File: src/ssf_pkg.sv
package ssf_pkg;
	// Register byte offsets
	localparam logic [7:0] SSF_STATUS_OFS = 8'h00;
	localparam logic [7:0] SSF_DATA_OFS = 8'h04;
	localparam logic [7:0] SSF_CTRL1_OFS = 8'h08;
	localparam logic [7:0] SSF_CTRL2_OFS = 8'h0c;
	localparam logic [7:0] SSF_EVT_STAT_OFS = 8'h10;
	localparam logic [7:0] SSF_EVT_CLR_OFS = 8'h14;
	localparam logic [7:0] SSF_EVT_EN_OFS = 8'h18;
	// Status flag positions
	localparam int SSF_TXE_BIT = 7;
	localparam int SSF_TXD_BIT = 6;
	localparam int SSF_RXF_BIT = 5;
	localparam int SSF_IDLE_BIT = 4;
	localparam int SSF_OVR_BIT = 3;
	localparam int SSF_NOISE_BIT = 2;
	localparam int SSF_FRM_BIT = 1;
	localparam int SSF_PAR_BIT = 0;
	// Control one / two enable positions
	localparam int SSF_PIE_BIT = 0;
	localparam int SSF_TIE_BIT = 7;
	localparam int SSF_TX_DONE_IRQ_ENABLE_BIT = 6;
	localparam int SSF_RIE_BIT = 5;
	localparam int SSF_IDLE_IRQ_ENABLE_BIT = 4;
	// Reset values
	localparam logic [7:0] SSF_STATUS_RST = 8'hc0;
	localparam logic [7:0] SSF_CTRL_RST = 8'h00;
	localparam logic [7:0] SSF_EVT_RST = 8'h00;
	localparam logic [8:0] SSF_DATA_RST = 9'h000;
endpackage

File: src/ssf_status_flags.sv
`timescale 1ns/1ps
// Overview of operation
// - Transmit-empty flag, bit 7, sets when holding data moves to shifter.
// - Transmit-empty flag with its enable raises the interrupt.
// - Status access then data write clears transmit-empty and done flags.
// - Done flag, bit 6, sets after a data frame; never after preamble/break.
// - Done flag with its enable raises the interrupt.
// - Receive-ready flag, bit 5, sets on buffer copy; receive enable interrupts.
// - Receive-side flags except parity clear only on status access then data read.
// - Idle flag, bit 4, sets on idle line; idle enable interrupts.
// - Once cleared, idle re-arms only after a new receive-ready.
// - Overrun flag, bit 3, sets when a word arrives while receive-ready.
// - On overrun the holding buffer keeps the earlier word.
// - Noise flag, bit 2, sets on noisy frame; no own interrupt.
// - Framing flag, bit 1, sets on desync, noise or break; no interrupt.
// - Framing fault together with overrun sets only overrun.
// - Parity flag, bit 0, interrupts with its enable; clears on pair.
// - All enabled events except noise and framing share one interrupt line.
// - Receive enable interrupts on overrun or receive-ready.
module ssf_status_flags
	import ssf_pkg::*;
(
	input wire logic clk_i,
	input wire logic rst_i,
	// Wishbone classic slave
	input wire logic wb_cyc_i,
	input wire logic wb_stb_i,
	input wire logic wb_we_i,
	input wire logic [7:0] wb_adr_i,
	input wire logic [3:0] wb_sel_i,
	input wire logic [31:0] wb_dat_i,
	output logic [31:0] wb_dat_o,
	output logic wb_ack_o,
	// Transmitter machine
	input wire logic tx_load_i,
	input wire logic tx_frame_done_i,
	input wire logic tx_frame_data_i,
	output logic [8:0] tx_data_o,
	output logic tx_data_valid_o,
	// Receiver machine
	input wire logic rx_word_done_i,
	input wire logic [8:0] rx_word_i,
	input wire logic rx_noise_i,
	input wire logic rx_framing_i,
	input wire logic rx_parity_i,
	input wire logic rx_idle_i,
	output logic [8:0] rx_data_o,
	// Shared interrupt request
	output logic irq_o
);

	//------------------------------------------------------------
	// Bus decode
	//------------------------------------------------------------
	logic ack_q;
	logic [31:0] rdat_q;
	logic acc;
	logic wr;
	logic rd;
	logic status_acc;
	logic data_wr;
	logic data_rd;
	logic seen_q;
	logic [7:0] flags_q;
	logic [7:0] flags_d;
	logic [7:0] ctrl1_q;
	logic [7:0] ctrl2_q;
	logic [7:0] evt_q;
	logic [7:0] evt_en_q;
	logic [7:0] evt_set;
	logic [8:0] txbuf_q;
	logic [8:0] rxbuf_q;
	logic idle_arm_q;
	logic irq_q;
	logic overrun;
	logic accept;
	logic tx_clr;
	logic rx_clr;
	logic par_clr;
	logic irq_d;
	logic tx_valid_q;
	logic [7:0] evt_irq;

	// A request is taken once; the ack cycle does not repeat it
	assign acc = wb_cyc_i & wb_stb_i & ~ack_q;
	assign wr = acc & wb_we_i & wb_sel_i[0];
	assign rd = acc & ~wb_we_i;
	assign status_acc = acc & (wb_adr_i == SSF_STATUS_OFS);
	assign data_wr = wr & (wb_adr_i == SSF_DATA_OFS);
	assign data_rd = rd & (wb_adr_i == SSF_DATA_OFS);

	always_ff @(posedge clk_i)
	begin
		if (rst_i)
			ack_q <= 1'b0;
		else
			ack_q <= acc;
	end

	always_ff @(posedge clk_i)
	begin
		if (rst_i)
			rdat_q <= 32'h0000_0000;
		else if (rd)
		begin
			unique case (wb_adr_i)
				SSF_STATUS_OFS: rdat_q <= {24'h00_0000, flags_q};
				SSF_DATA_OFS: rdat_q <= {23'h00_0000, rxbuf_q};
				SSF_CTRL1_OFS: rdat_q <= {24'h00_0000, ctrl1_q};
				SSF_CTRL2_OFS: rdat_q <= {24'h00_0000, ctrl2_q};
				SSF_EVT_STAT_OFS: rdat_q <= {24'h00_0000, evt_q};
				SSF_EVT_EN_OFS: rdat_q <= {24'h00_0000, evt_en_q};
				default: rdat_q <= 32'h0000_0000;
			endcase
		end
	end

	assign wb_ack_o = ack_q;
	assign wb_dat_o = rdat_q;

	//------------------------------------------------------------
	// Control registers
	//------------------------------------------------------------
	always_ff @(posedge clk_i)
	begin
		if (rst_i)
		begin
			ctrl1_q <= SSF_CTRL_RST;
			ctrl2_q <= SSF_CTRL_RST;
			evt_en_q <= SSF_EVT_RST;
		end
		else if (wr)
		begin
			if (wb_adr_i == SSF_CTRL1_OFS)
				ctrl1_q <= wb_dat_i[7:0];
			if (wb_adr_i == SSF_CTRL2_OFS)
				ctrl2_q <= wb_dat_i[7:0];
			if (wb_adr_i == SSF_EVT_EN_OFS)
				evt_en_q <= wb_dat_i[7:0];
		end
	end

	//------------------------------------------------------------
	// Clearing sequence
	//------------------------------------------------------------
	// Any status access arms; the next data access consumes the arm
	always_ff @(posedge clk_i)
	begin
		if (rst_i)
			seen_q <= 1'b0;
		else if (status_acc)
			seen_q <= 1'b1;
		else if (data_wr | data_rd)
			seen_q <= 1'b0;
	end

	assign tx_clr = seen_q & data_wr;
	assign rx_clr = seen_q & data_rd;
	assign par_clr = seen_q & (data_wr | data_rd);

	//------------------------------------------------------------
	// Data buffers
	//------------------------------------------------------------
	assign overrun = rx_word_done_i & flags_q[SSF_RXF_BIT];
	assign accept = rx_word_done_i & ~flags_q[SSF_RXF_BIT];

	always_ff @(posedge clk_i)
	begin
		if (rst_i)
			txbuf_q <= SSF_DATA_RST;
		else if (data_wr)
			txbuf_q <= {wb_sel_i[1] & wb_dat_i[8], wb_dat_i[7:0]};
	end

	// Overrun leaves the earlier word in place
	always_ff @(posedge clk_i)
	begin
		if (rst_i)
			rxbuf_q <= SSF_DATA_RST;
		else if (accept)
			rxbuf_q <= rx_word_i;
	end

	assign tx_data_o = txbuf_q;
	assign rx_data_o = rxbuf_q;

	//------------------------------------------------------------
	// Status flags
	//------------------------------------------------------------
	// Set wins over clear so an event in the clearing cycle survives
	always_comb
	begin
		flags_d = flags_q;
		if (tx_clr)
		begin
			flags_d[SSF_TXE_BIT] = 1'b0;
			flags_d[SSF_TXD_BIT] = 1'b0;
		end
		if (rx_clr)
		begin
			flags_d[SSF_RXF_BIT] = 1'b0;
			flags_d[SSF_IDLE_BIT] = 1'b0;
			flags_d[SSF_OVR_BIT] = 1'b0;
			flags_d[SSF_NOISE_BIT] = 1'b0;
			flags_d[SSF_FRM_BIT] = 1'b0;
		end
		if (par_clr)
			flags_d[SSF_PAR_BIT] = 1'b0;
		if (tx_load_i)
			flags_d[SSF_TXE_BIT] = 1'b1;
		if (tx_frame_done_i & tx_frame_data_i)
			flags_d[SSF_TXD_BIT] = 1'b1;
		if (accept)
		begin
			flags_d[SSF_RXF_BIT] = 1'b1;
			if (rx_noise_i)
				flags_d[SSF_NOISE_BIT] = 1'b1;
			if (rx_framing_i)
				flags_d[SSF_FRM_BIT] = 1'b1;
			if (rx_parity_i)
				flags_d[SSF_PAR_BIT] = 1'b1;
		end
		if (overrun)
			flags_d[SSF_OVR_BIT] = 1'b1;
		if (rx_idle_i & idle_arm_q)
			flags_d[SSF_IDLE_BIT] = 1'b1;
	end

	always_ff @(posedge clk_i)
	begin
		if (rst_i)
			flags_q <= SSF_STATUS_RST;
		else
			flags_q <= flags_d;
	end

	// One idle report per reception
	always_ff @(posedge clk_i)
	begin
		if (rst_i)
			idle_arm_q <= 1'b1;
		else if (accept)
			idle_arm_q <= 1'b1;
		else if (rx_idle_i)
			idle_arm_q <= 1'b0;
	end

	always_ff @(posedge clk_i)
	begin
		if (rst_i)
			tx_valid_q <= ~SSF_STATUS_RST[SSF_TXE_BIT];
		else
			tx_valid_q <= ~flags_d[SSF_TXE_BIT];
	end

	assign tx_data_valid_o = tx_valid_q;

	//------------------------------------------------------------
	// Event capture and interrupt
	//------------------------------------------------------------
	assign evt_set = flags_d & ~flags_q;

	always_ff @(posedge clk_i)
	begin
		if (rst_i)
			evt_q <= SSF_EVT_RST;
		else if (wr & (wb_adr_i == SSF_EVT_CLR_OFS))
			evt_q <= (evt_q & ~wb_dat_i[7:0]) | evt_set;
		else
			evt_q <= evt_q | evt_set;
	end

	// Noise and framing only accompany receive-ready, never interrupt alone
	always_comb
	begin
		evt_irq = evt_q & evt_en_q;
		evt_irq[SSF_NOISE_BIT] = 1'b0;
		evt_irq[SSF_FRM_BIT] = 1'b0;
	end

	// Noise and framing ride on receive-ready and have no enable
	always_comb
	begin
		irq_d = |evt_irq;
		irq_d = irq_d | (flags_q[SSF_TXE_BIT] & ctrl2_q[SSF_TIE_BIT]);
		irq_d = irq_d | (flags_q[SSF_TXD_BIT] & ctrl2_q[SSF_TX_DONE_IRQ_ENABLE_BIT]);
		irq_d = irq_d | ((flags_q[SSF_RXF_BIT] | flags_q[SSF_OVR_BIT])
			& ctrl2_q[SSF_RIE_BIT]);
		irq_d = irq_d | (flags_q[SSF_IDLE_BIT] & ctrl2_q[SSF_IDLE_IRQ_ENABLE_BIT]);
		irq_d = irq_d | (flags_q[SSF_PAR_BIT] & ctrl1_q[SSF_PIE_BIT]);
	end

	always_ff @(posedge clk_i)
	begin
		if (rst_i)
			irq_q <= 1'b0;
		else
			irq_q <= irq_d;
	end

	assign irq_o = irq_q;

	//------------------------------------------------------------
	// Checks
	//------------------------------------------------------------
	chk_txe_set: assert property (@(posedge clk_i) disable iff (rst_i)
		tx_load_i |=> flags_q[SSF_TXE_BIT])
		else $error("transmit-empty not set after load");

	chk_tx_clear: assert property (@(posedge clk_i) disable iff (rst_i)
		(tx_clr & ~tx_load_i & ~tx_frame_done_i)
		|=> ~flags_q[SSF_TXE_BIT] & ~flags_q[SSF_TXD_BIT])
		else $error("transmit flags survived clearing pair");

	chk_txd_data: assert property (@(posedge clk_i) disable iff (rst_i)
		(~flags_q[SSF_TXD_BIT] & ~(tx_frame_done_i & tx_frame_data_i))
		|=> ~flags_q[SSF_TXD_BIT])
		else $error("done flag set without a data frame");

	chk_rx_keep: assert property (@(posedge clk_i) disable iff (rst_i)
		overrun |=> $stable(rxbuf_q) && flags_q[SSF_OVR_BIT])
		else $error("overrun disturbed holding buffer");

	chk_frm_ovr: assert property (@(posedge clk_i) disable iff (rst_i)
		(overrun & rx_framing_i & ~flags_q[SSF_FRM_BIT])
		|=> ~flags_q[SSF_FRM_BIT])
		else $error("framing set together with overrun");

	chk_rx_hold: assert property (@(posedge clk_i) disable iff (rst_i)
		(flags_q[SSF_RXF_BIT] & ~data_rd) |=> flags_q[SSF_RXF_BIT])
		else $error("receive-ready dropped without data read");

	chk_idle_once: assert property (@(posedge clk_i) disable iff (rst_i)
		(rx_idle_i & ~accept) ##1 (~accept & ~flags_q[SSF_IDLE_BIT])
		|=> ~flags_q[SSF_IDLE_BIT])
		else $error("idle reported twice without reception");

	chk_irq_rx: assert property (@(posedge clk_i) disable iff (rst_i)
		(flags_q[SSF_OVR_BIT] & ctrl2_q[SSF_RIE_BIT]) |=> irq_o)
		else $error("overrun with receive enable gave no interrupt");

	chk_irq_quiet: assert property (@(posedge clk_i) disable iff (rst_i)
		((ctrl1_q == 8'h00) & (ctrl2_q == 8'h00) & (evt_en_q == 8'h00))
		|=> ~irq_o)
		else $error("interrupt with every enable clear");

	chk_irq_txe: assert property (@(posedge clk_i) disable iff (rst_i)
		(flags_q[SSF_TXE_BIT] & ctrl2_q[SSF_TIE_BIT]) |=> irq_o)
		else $error("transmit-empty with enable gave no interrupt");

	chk_irq_txd: assert property (@(posedge clk_i) disable iff (rst_i)
		(flags_q[SSF_TXD_BIT] & ctrl2_q[SSF_TX_DONE_IRQ_ENABLE_BIT]) |=> irq_o)
		else $error("done flag with enable gave no interrupt");

	chk_rxf_set: assert property (@(posedge clk_i) disable iff (rst_i)
		accept |=> flags_q[SSF_RXF_BIT] && (rxbuf_q == $past(rx_word_i)))
		else $error("accepted word not flagged or not buffered");

	chk_idle_set: assert property (@(posedge clk_i) disable iff (rst_i)
		(rx_idle_i & idle_arm_q) |=> flags_q[SSF_IDLE_BIT])
		else $error("armed idle line not reported");

	chk_rx_clear: assert property (@(posedge clk_i) disable iff (rst_i)
		(rx_clr & ~rx_word_done_i & ~rx_idle_i)
		|=> ((flags_q & 8'h3e) == 8'h00))
		else $error("receive flags survived clearing pair");

	chk_irq_par: assert property (@(posedge clk_i) disable iff (rst_i)
		(flags_q[SSF_PAR_BIT] & ctrl1_q[SSF_PIE_BIT]) |=> irq_o)
		else $error("parity with enable gave no interrupt");

	chk_irq_event: assert property (@(posedge clk_i) disable iff (rst_i)
		(|(evt_q & evt_en_q & 8'hf9)) |=> irq_o)
		else $error("enabled event gave no interrupt");

	chk_nf_quiet: assert property (@(posedge clk_i) disable iff (rst_i)
		(((flags_q & 8'hf9) == 8'h00) & ((evt_q & 8'hf9) == 8'h00))
		|=> ~irq_o)
		else $error("noise or framing raised an interrupt alone");

	chk_ack_pulse: assert property (@(posedge clk_i) disable iff (rst_i)
		wb_ack_o |=> ~wb_ack_o)
		else $error("ack held for two cycles");

endmodule // ssf_status_flags

File: config.mk
export PLATFORM = sky130hd
export DESIGN_NAME = ssf_status_flags
export DESIGN_NICKNAME = d
export VERILOG_FILES = /design/src/ssf_pkg.sv /design/src/ssf_status_flags.sv
export SDC_FILE = /design/constraint.sdc
export NUM_CORES = 1
export LEC_CHECK = 0
export BUFFER_PORTS_ARGS = -buffer_cell sky130_fd_sc_hd__buf_4
export CORE_ASPECT_RATIO = 0.6
export CORE_MARGIN = 1.5
export CORE_UTILIZATION = 40
export CTS_BUF_LIST = sky130_fd_sc_hd__clkbuf_8
export DETAILED_ROUTE_END_ITERATION = 16
export PLACE_DENSITY = 0.66
export SYNTH_ARGS = -nofsm -noshare
export SYNTH_HDL_FRONTEND = slang
export SYNTH_SLANG_ARGS = --single-unit
File: constraint.sdc
create_clock -name clk_i -period 2.9 [get_ports clk_i]
set_input_delay 0.58 -clock clk_i [delete_from_list [all_inputs] [get_ports clk_i]]
set_output_delay 0.58 -clock clk_i [all_outputs]
set_load 0.02 [all_outputs]
Word-level counts from Yosys, hierarchy flattened
Index checks and enable logic that the tools add are counted.
{"block": "op_classes", "bitwise_logic": 40, "muxes": 16, "eq_ne": 6, "reduce_logical": 7}
{"operator": "case mux 9 bit (6 select lines)", "n": 1}
{"operator": "bitwise AND 8 bit", "n": 3}
{"operator": "equality test 8 x 5 -> 1 bit, second input constant", "n": 3}
{"operator": "bitwise AND 1 bit", "n": 22}
{"operator": "equality test 8 x 4 -> 1 bit, second input constant", "n": 2}
{"operator": "inverter 8 bit", "n": 2}
{"operator": "bitwise OR 8 bit", "n": 2}
{"operator": "2-to-1 mux 1 bit", "n": 11}
{"operator": "equality test 8 x 3 -> 1 bit, second input constant", "n": 1}
{"operator": "zero test 8 bit", "n": 1}
{"operator": "2-to-1 mux 8 bit", "n": 1}
{"operator": "bitwise OR 1 bit", "n": 7}
{"operator": "AND reduction 2 bit", "n": 3}
{"operator": "OR reduction 6 bit", "n": 1}
{"operator": "2-to-1 mux 5 bit", "n": 1}
{"operator": "inverter 1 bit", "n": 4}
{"operator": "2-to-1 mux 3 bit", "n": 1}
{"operator": "2-to-1 mux 2 bit", "n": 1}
{"operator": "nonzero test 2 bit", "n": 1}
{"operator": "OR reduction 2 bit", "n": 1}
{"block": "totals", "inputBits": 66, "word_cells": 82, "out_inout_bits": 53, "ff_bits": 95}

Longest topological paths before layout
Gate-level depths: netlist of run 1.
{"block": "logic_depth", "depth_word": 13, "depth_mapped": 7, "ltp_nobuf": 4}

Least setup slack after synthesis of run 1
Ideal clock, no wire load.
{"block": "synth_path", "path_type": "input port to flip-flop", "start": "input port wb_adr_i[3]", "end": "register txbuf_q[0], in the netlist tx_data_o[0]", "n_path_buf": 2, "cell_stages": 6, "setup_slack_ns": 0.888, "t_arrival_ns": 1.885, "cell_sequence": "buf_6 > or4b_4 > nor4_4 > buf_6 > mux2i_1 > nor2_1"}
{"block": "synth_between", "elab_chain_cells": 2}
{"element": "start, declared", "line": "ssf_status_flags.sv:29", "source": "input wire logic [7:0] wb_adr_i,"}
{"element": "equality test 8 x 3 -> 1 bit", "line": "ssf_status_flags.sv:89", "source": "assign data_wr = wr & (wb_adr_i == SSF_DATA_OFS);"}
{"element": "bitwise AND 1 bit", "line": "ssf_status_flags.sv:89"}
{"element": "end signal, assigned", "line": "ssf_status_flags.sv:172", "source": "txbuf_q <= {wb_sel_i[1] & wb_dat_i[8], wb_dat_i[7:0]};"}
{"element": "end, declared", "line": "ssf_status_flags.sv:71", "source": "logic [8:0] txbuf_q;"}
Every way passes these cells.
A chain may end at the register's enable or synchronous reset.

Worst setup path in the final report of run 1
{"block": "layout_path", "start": "input port wb_adr_i[3]", "end": "register txbuf_q[3], in the netlist tx_data_o[3]"}
The elaborated chain is that of the path after synthesis.

==> flow_metrics.py, run 1 <==
metrics = {
    "routing": {
        "drt_first_pass_iters": 5,
        "drc": 0,
        "wl_per_cell_um": 17.5,
        "vias_per_cell": 5.59,
        "postRouteAntennaNets": 0,
        "dr_total_vias": 3220,
        "drt_iter0_markers": 327,
        "routed_wl_um": 10100,
    },
    "synthesis": {
        "synthTopCellsByCount": "72 x dfxtp_1, 43 x a21oi_1, 34 x nand3_1",
        "synth_cells": 396,
        "syn_area_per_cell_um2": 8.74,
        "dominantRegCellSynth": "dfxtp_1",
        "netlist.area_leader.share_pct": 41.7,
        "synth_edf_count": 0,
        "synth_seq_cells": 72,
        "synth.distinct_cells": 48,
        "async_flop_share_pct": 0,
        "ys_seq_area_share_pct": 41.7,
        "synth_area_leader_cell": "dfxtp_1",
        "yosys_warnings": 0,
        "synth_area_leaders": "dfxtp_1 42%, a21oi_1 6.2%, buf_4 5.0%",
        "syn_area_um2": 3460,
        "yosysMostFrequentCell": "dfxtp_1",
    },
    "cells_and_area": {
        "drive_gt1_share_pct": 23.7,
        "fillers": 832,
        "n_antenna_cell": 0,
        "nNetsFinal": 526,
        "area_growth_pct": 21.8,
    },
    "timing": {
        "setup_viol": 0,
        "hold_viol_final": 0,
        "fin_setup_tns_ps": 0,
        "max_slew_margin_pct": 54.2,
        "fmax_mhz": 516,
        "rsz0062_at_grt": "no",
        "fin_crit_ps": 1940,
        "fin_crit_sh_pct": 66.8,
        "maxSlewViolCount": 0,
        "worst_pin_slew_ps": 686,
        "skew_ps": 8.64,
        "whs_ps": 396,
    },
    "clock_network": {
        "postCtsSetupRepairBufs": 0,
        "cts_hold_buf": 0,
        "cts_resized": 0,
        "clk_pin_slew_worst_paths_ps": 70,
        "htreeDepth": 3,
        "clk_latency_ps": 360,
        "cts_tree": "yes",
        "clockBufferDepth": 2,
        "clock-sinks": 72,
        "cts_buffers": 9,
        "clockRootBuffer": "clkbuf_8",
    },
    "setup_path": {
        "r2r_slack_ps": 1070,
        "worstSetupPathType": "primary input to flop",
        "worstRegToRegCells": 4,
        "crit_family": "simple AND/OR/NAND/NOR gates",
        "crit_slowest_cell": "or4b_4",
        "cp-start-kind": "primary input",
        "crit_buf_inv": 2,
        "cp-end-kind": "flop",
        "critPathMaxFanout": 27,
        "crit_arrival_ps": 2180,
        "crit_top_cell": "buf_4",
        "cp.required_ps": 3140,
        "path_cells": "buf_4, or4b_4, nor4_4, buf_4, mux2i_1, nor2_1",
        "cp_slowest_stage_delay_ps": 590,
        "r2r_start": "wb_ack_o$_SDFF_PP0_",
        "r2r-end": "evt_en_q[6]$_SDFFE_PP0P_",
    },
    "grt": {
        "grt.total_usage_pct": 23.0,
        "grt_pass1_wl_um": 15500,
        "grt_pass1_vias": 2850,
        "antenna_found_initial": 0,
        "overflow": 0,
        "grt_max_degree": 35,
    },
    "min_path": {
        "hold_path_end": "tx_data_valid_o$_SDFF_PP0_",
        "hp-class": "primary input to flop",
        "min_from": "tx_load_i",
        "hold_depth": 2,
    },
    "pwr": {
        "powerDensity_nw_per_um2": 512,
        "seq_power_share_pct": 47.6,
        "p_int_uw": 1620,
        "p_total_uw": 2160,
        "pwr-share-comb_pct": 10.8,
        "p_leak_uw": 0.00163,
        "swShare_pct": 24.9,
        "p_sw_uw": 538,
        "power_frac_clock_pct": 41.6,
        "peakVddDrop_v": 0.000342,
    },
    "place": {
        "finalWeightedCongestion": 0.898,
        "hpwl_um": 7180,
        "io_buffers": 70,
    },
    "floorplanning": {
        "ioPinCount": 119,
        "die_h_um": 75.0,
        "fp.dieArea_um2": 9230,
        "core_area_um2": 8460,
        "die_x_um": 123,
        "rows": 26,
        "start_util_pct": 40.9,
    },
    "run_status": {
        "status": "completed",
    },
    "run": {
        "drv_cap": 0,
    },
}
==> power groups by stage <==
stage	clock (µW)	combinational [µW]	sequential, µW
global route	949	255	1030
global placement	0	228	1050
finish	897	234	1030
CTS	914	232	1030
floorplan	0	150	1050
detailed placement	0	232	1050
==> how the worst max path moves through the flow <==
stage,startpoint,endpoint,slack (ps),depth (start not counted)
global placement,wb_adr_i[3],tx_data_o[3]$_SDFFE_PP0P_,610,6
detailed placement,wb_adr_i[3],tx_data_o[3]$_SDFFE_PP0P_,580,6
floorplan,wb_adr_i[3],tx_data_o[0]$_SDFFE_PP0P_,890,6
CTS,wb_adr_i[3],tx_data_o[3]$_SDFFE_PP0P_,970,6
finish,wb_adr_i[3],tx_data_o[3]$_SDFFE_PP0P_,960,6
global route,wb_adr_i[3],tx_data_o[1]$_SDFFE_PP0P_,880,6
==> layout make-up <==
cell class	instances	area (µm²)	area share, %
flip-flops and latches	72	1440	34.2
clock buffers	11	151	3.59
multi-input cells	294	1800	42.7
inverters	3	11.3	0.267
clock inverters	4	68.8	1.63
well taps	112	140	3.32
repair buffers	80	601	14.2
==> registers in the layout, indices dropped and copies added, names as in the netlist, 8 cells and up <==
signal	count
ctrl1_q	8
ctrl2_q	8
evt_en_q	8
evt_q	8
flags_q	8
rx_data_o	9
tx_data_o	9
wb_dat_o	9
==> worst register-to-register path, cell delays in order, from the launching register on <==
cell and delay [ps]:
dfxtp_1 330, and3b_1 350, nand3_1 520, o21ai_0 400
a21oi_1 110
==> kinds of logic (layout without fill, tap and decap cells) <==
logic type / after synthesis / after routing / synth area share (%)
compound gates: 116 / 116 / 20.4
buf+inv: 52 / 98 / 8.64
flops: 72 / 72 / 41.7
mux: 24 / 24 / 8.25
other cells: 1 / 23 / 0.108
simple gates: 131 / 131 / 20.9
==> metrics by stage <==
step	instances	utilization, %	cell area (µm²)	setup slack, ps
2_1_floorplan	418	-	3540	888
3_3_place_gp	561	47.2	4000	605
3_5_place_dp	561	47.2	4000	578
4_1_cts	576	49.8	4220	968
5_1_grt	576	49.8	4220	877
6_report	576	49.8	4220	962
==> layer usage <==
metal | track usage (%) | up-vias | part of all wire (%)
met5 | 0 | - | 0
met4 | 7.79 | 0 | 1.1
met3 | 6.21 | 13 | 9.2
met2 | 31.2 | 162 | 41
met1 | 34.8 | 1518 | 48
li1 | - | 1527 | -
==> placed cells by master, fill, tap and decap left out, types with 3 or more instances in the layout <==
cell type and instances:
nor2b_1 8, mux2i_1 15, and3b_1 5, a221oi_1 3
clkbuf_8 11, o21ai_0 32, a22o_1 9, nor3_1 3
nand2_1 30, o22ai_1 4, or3_1 3, nand3_1 34
mux2_2 6, nand2b_1 4, nand3b_1 6, nand4_1 4
a22oi_1 7, a311oi_1 7, conb_1 23, dfxtp_1 72
buf_4 80, inv_1 4, nor2_1 20, mux4_2 3
a21oi_1 43
Power figures use the tool's default switching activity.
==> run 2, diff against run 1 <==
--- a/config.mk
+++ b/config.mk
@@ -11,7 +11,7 @@
 export CORE_UTILIZATION = 40
 export CTS_BUF_LIST = sky130_fd_sc_hd__clkbuf_8
 export DETAILED_ROUTE_END_ITERATION = 16
-export PLACE_DENSITY = 0.66
+export PLACE_DENSITY = 0.69
 export SYNTH_ARGS = -nofsm -noshare
 export SYNTH_HDL_FRONTEND = slang
 export SYNTH_SLANG_ARGS = --single-unit
==> constraint.sdc (replaced) <==
create_clock -name clk_i -period 1.6 [get_ports clk_i]
set_input_delay 0.32 -clock clk_i [delete_from_list [all_inputs] [get_ports clk_i]]
set_output_delay 0.32 -clock clk_i [all_outputs]
set_load 0.02 [all_outputs]
==> flow_metrics.py, run 2 (synthesis results as in run 1) <==
metrics = {
    "timing": {
        "rsz0062_at_grt": "yes",
        "fin_crit_ps": 1590,
        "fin_crit_sh_pct": 99.3,
        "whs_ps": 132,
        "fmax_mhz": 630,
        "maxSlewViolCount": 0,
        "skew_ps": 9.59,
        "setup_viol": 0,
        "hold_viol_final": 0,
    },
    "clock_network": {
        "clockRootBuffer": "clkbuf_8",
        "htreeDepth": 3,
        "cts_buffers": 9,
        "clk_latency_ps": 360,
        "clockBufferDepth": 2,
        "clock-sinks": 72,
        "cts_tree": "yes",
        "clk_pin_slew_worst_paths_ps": 80,
        "cts_hold_buf": 0,
    },
    "place": {
        "finalWeightedCongestion": 0.887,
        "hpwl_um": 7320,
        "dp_cells": 587,
        "io_buffers": 70,
    },
    "routing": {
        "drt_iter0_markers": 235,
        "drt_first_pass_iters": 4,
        "vias_per_cell": 5.39,
        "routed_wl_um": 9930,
        "postRouteAntennaNets": 0,
        "drc": 0,
        "wl_per_cell_um": 16.4,
        "dr_total_vias": 3274,
    },
    "setup_path": {
        "cp-start-kind": "primary input",
        "crit_slowest_cell": "or4b_4",
        "crit_buf_inv": 3,
        "worstSetupPathType": "primary input to flop",
        "cp_slowest_stage_delay_ps": 550,
        "crit_arrival_ps": 1830,
        "path_cells": "buf_6, or4b_4, nor4_4, buf_4, clkbuf_16, mux2i_1, nor2_1",
        "crit_family": "simple AND/OR/NAND/NOR gates",
        "cp-end-kind": "flop",
        "critPathMaxFanout": 5,
        "cp.required_ps": 1840,
    },
    "floorplanning": {
        "rows": 26,
        "fp.dieArea_um2": 9230,
        "start_util_pct": 40.9,
        "die_h_um": 75.0,
        "die_x_um": 123,
        "ioPinCount": 119,
        "core_area_um2": 8460,
    },
    "grt": {
        "grt.total_usage_pct": 22.2,
        "grt_pass1_wl_um": 15400,
        "antenna_found_initial": 0,
        "grt_max_degree": 43,
        "grt_pass1_vias": 3021,
        "overflow": 0,
    },
    "min_path": {
        "hp-class": "primary input to flop",
    },
    "cells_and_area": {
        "drive_gt1_share_pct": 28.9,
        "layout_common_cells": "101 x buf_4, 72 x dfxtp_1, 43 x a21oi_1",
        "mostFrequentLayoutCell": "buf_4",
        "n_antenna_cell": 0,
        "final_cells": 607,
        "area_growth_pct": 32.4,
        "nNetsFinal": 556,
    },
    "run_status": {
        "status": "completed",
    },
    "pwr": {
        "p_leak_uw": 0.00182,
        "powerDensity_nw_per_um2": 929,
        "peakVddDrop_v": 0.000533,
        "p_total_uw": 4250,
    },
    "run": {
        "drv_cap": 0,
    },
}
[run 2: per-stage QoR]
stage | setup TNS [ps] | cell area (µm²) | util (%) | setup slack [ps]
final | 0 | 4580 | 54.2 | 11.8
after detailed placement | -7260 | 4250 | 50.3 | -278
after global placement | -6100 | 4250 | 50.3 | -235
after global routing | -11.0 | 4580 | 54.2 | -11.0
after floorplan | -193 | 3570 | - | -22.4
after CTS | 0 | 4520 | 53.4 | 18.8
[run 2: worst paths after layout]
kind | startpoint | to | slack, ps | depth (start not counted)
worst min-delay path | tx_load_i | tx_data_valid_o$_SDFF_PP0_ | 130 | 2
worst max register to register | wb_ack_o$_SDFF_PP0_ | flags_q[1]$_SDFF_PP0_ | 130 | 6
worst max-delay path | wb_adr_i[3] | tx_data_o[3]$_SDFFE_PP0P_ | 10 | 7
worst min register to register | ctrl1_q[6]$_SDFFE_PP0P_ | ctrl1_q[6]$_SDFFE_PP0P_ | 480 | 2
[run 2: timing repair]
action | 4_1_cts | 5_1_grt
resized for setup | 0 | 5
buffers inserted | 0 | 3
endpoints found under the setup margin | 0 | 15
[run 2: cell type report]
| type | count | area (µm²) |
|---|---|---|
| Sequential cell | 72 | 1440 |
| Fill cell | 805 | 3880 |
| Multi-Input combinational cell | 294 | 1810 |
| Tap cell | 112 | 140 |
| Clock buffer | 10 | 138 |
| Timing Repair Buffer | 110 | 908 |
| Inverter | 3 | 11.3 |
| Clock inverter | 6 | 131 |
[run 2: metal layers]
metal  global-route usage, %  vias up  wire (µm)
li1                        -     1592          -
met1                    31.4     1566       4790
met2                    34.2      107       4300
met3                    5.76        9        758
met4                    5.49        0         83
met5                       0        -          0
[run 2: where the power goes]
part / switching [µW] / internal [µW] / total (µW)
combinational: 271 / 203 / 474
clock: 688 / 1230 / 1920
sequential: 34.8 / 1830 / 1860
total: 994 / 3260 / 4250
==> run 3, diff against run 2 <==
--- a/config.mk
+++ b/config.mk
@@ -6,12 +6,12 @@
 export NUM_CORES = 1
 export LEC_CHECK = 0
 export BUFFER_PORTS_ARGS = -buffer_cell sky130_fd_sc_hd__buf_4
-export CORE_ASPECT_RATIO = 0.6
+export CORE_ASPECT_RATIO = 1.4
 export CORE_MARGIN = 1.5
-export CORE_UTILIZATION = 40
+export CORE_UTILIZATION = 35
 export CTS_BUF_LIST = sky130_fd_sc_hd__clkbuf_8
 export DETAILED_ROUTE_END_ITERATION = 16
-export PLACE_DENSITY = 0.69
+export HOLD_SLACK_MARGIN = 0.05
 export SYNTH_ARGS = -nofsm -noshare
 export SYNTH_HDL_FRONTEND = slang
 export SYNTH_SLANG_ARGS = --single-unit
==> flow_metrics.py, run 3 (synthesis results as in run 1) <==
metrics = {
    "setup_path": {
        "path_cells": "buf_4, or4b_4, nor4_4, buf_4, nand2_1, a221o_1",
        "crit_slowest_cell": "or4b_4",
        "r2r_start": "wb_ack_o$_SDFF_PP0_",
        "cp-start-kind": "primary input",
        "cp-end-kind": "flop",
        "critPathMaxFanout": 3,
        "r2r-end": "flags_q[6]$_SDFF_PP1_",
        "crit_arrival_ps": 1810,
        "r2r_slack_ps": 130,
        "worstRegToRegCells": 6,
        "cp_slowest_stage_delay_ps": 530,
        "crit_buf_inv": 2,
        "crit_family": "simple AND/OR/NAND/NOR gates",
        "crit_top_cell": "buf_4",
        "cp.required_ps": 1850,
        "worstSetupPathType": "primary input to flop",
    },
    "cells_and_area": {
        "nNetsFinal": 558,
        "layout_common_cells": "108 x buf_4, 72 x dfxtp_1, 43 x a21oi_1",
        "n_antenna_cell": 0,
        "fillers": 947,
        "area_growth_pct": 29.2,
        "mostFrequentLayoutCell": "buf_4",
        "final_cells": 628,
        "drive_gt1_share_pct": 29.0,
    },
    "pwr": {
        "p_leak_uw": 0.00177,
        "powerDensity_nw_per_um2": 814,
        "peakVddDrop_v": 0.000373,
    },
    "routing": {
        "dr_total_vias": 3190,
        "wl_met2_um": 4980,
        "drt_first_pass_iters": 4,
        "routed_wl_um": 9930,
        "wl_met3_um": 378,
        "wl_per_cell_um": 15.8,
        "m1WireLength_um": 4230,
        "drc": 0,
        "vias_per_cell": 5.08,
        "highest_layer": "met4",
        "drt_iter0_markers": 199,
        "postRouteAntennaNets": 0,
    },
    "grt": {
        "overflow": 0,
        "grt_pass1_vias": 2971,
        "grt_max_degree": 33,
        "grt_pass1_wl_um": 15500,
        "antenna_found_initial": 0,
        "grt.total_usage_pct": 19.3,
    },
    "timing": {
        "whs_ps": 131,
        "fin_crit_sh_pct": 97.3,
        "fmax_mhz": 642,
        "setup_viol": 0,
        "skew_ps": 7.87,
        "max_slew_margin_pct": 64.5,
        "worst_pin_slew_ps": 532,
        "fin_crit_ps": 1560,
        "hold_viol_final": 0,
        "rsz0062_at_grt": "yes",
        "maxSlewViolCount": 0,
        "fin_ws_ps": 43.1,
    },
    "floorplanning": {
        "die_x_um": 87.0,
        "rows": 42,
        "fp.dieArea_um2": 10500,
        "start_util_pct": 36.4,
        "ioPinCount": 119,
        "core_area_um2": 9510,
        "die_h_um": 121,
    },
    "run": {
        "drv_cap": 0,
    },
    "place": {
        "io_buffers": 70,
        "dp_cells": 610,
        "hpwl_um": 7400,
        "finalWeightedCongestion": 0.848,
        "place_ws_ps": -314,
    },
    "clock_network": {
        "clockRootBuffer": "clkbuf_8",
        "clk_pin_slew_worst_paths_ps": 70,
        "cts_buffers": 9,
        "clk_latency_ps": 360,
        "cts_hold_buf": 0,
        "clockBufferDepth": 2,
        "clock-sinks": 72,
        "cts_tree": "yes",
        "htreeDepth": 3,
    },
    "min_path": {
        "hold_path_end": "tx_data_valid_o$_SDFF_PP0_",
        "hp-class": "primary input to flop",
        "min_from": "tx_load_i",
        "hold_depth": 2,
    },
    "run_status": {
        "status": "completed",
    },
}
[run 3: worst reg2reg max path: stages (launching register included)]
cell	delay [ps]
dfxtp_1	340
nand3b_1	190
buf_4	160
nor4_4	110
buf_4	180
nand2_1	90
a221o_1	290
[run 3: routing by layer]
layer  vias to the layer above  track usage, %
met5                         -               0
met4                         0            10.2
met3                        19            2.73
met2                        95            32.0
met1                      1486            23.8
li1                       1590               -
[run 3: worst max-delay path by stage]
| stage | from | endpoint | slack [ps] | depth (start not counted) |
|---|---|---|---|---|
| 2_1_floorplan | wb_adr_i[3] | tx_data_o[0]$_SDFFE_PP0P_ | -20 | 6 |
| 3_3_place_gp | wb_adr_i[5] | tx_data_o[0]$_SDFFE_PP0P_ | -270 | 6 |
| 3_5_place_dp | wb_adr_i[5] | tx_data_o[2]$_SDFFE_PP0P_ | -310 | 6 |
| 4_1_cts | wb_ack_o$_SDFF_PP0_ | tx_data_o[2]$_SDFFE_PP0P_ | 30 | 5 |
| 5_1_grt | wb_adr_i[1] | tx_data_o[2]$_SDFFE_PP0P_ | -20 | 7 |
| 6_report | wb_adr_i[1] | flags_q[6]$_SDFF_PP1_ | 40 | 6 |
[run 3: cell type report]
| cell class | count | area, µm² | share of cell area (%) |
|---|---|---|---|
| clock buffer | 11 | 151 | 3.39 |
| multi-input combinational | 294 | 1810 | 40.5 |
| timing repair buffer | 112 | 868 | 19.4 |
| tap | 132 | 165 | 3.69 |
| sequential | 72 | 1440 | 32.2 |
| inverter | 3 | 11.3 | 0.252 |
| clock inverter | 4 | 21.3 | 0.476 |
[run 3: per-stage QoR]
step / area, µm² / utilization [%] / power, µW / setup TNS, ps
after floorplan: 3570 / - / 2190 / -193
after global placement: 4260 / 44.8 / 2360 / -5730
after detailed placement: 4260 / 44.8 / 2360 / -6440
after CTS: 4440 / 46.6 / 3650 / 0
after global routing: 4470 / 47.0 / 3760 / -37.2
final: 4470 / 47.0 / 3640 / 0
[run 3: where the power goes]
group	leakage (µW)	total [µW]	internal [µW]	switching (µW)
sequential	0.000584	1860	1830	30.9
combinational	0.00109	468	199	269
clock	0.0000924	1310	628	686
total	0.00177	3640	2650	986
[run 3: repair_timing]
item,CTS,global route
setup buffers,0,2
pin swaps,0,3
setup endpoints to repair,1,13
resized for setup,1,5
gates cloned,0,1
hold endpoints to repair,0,0
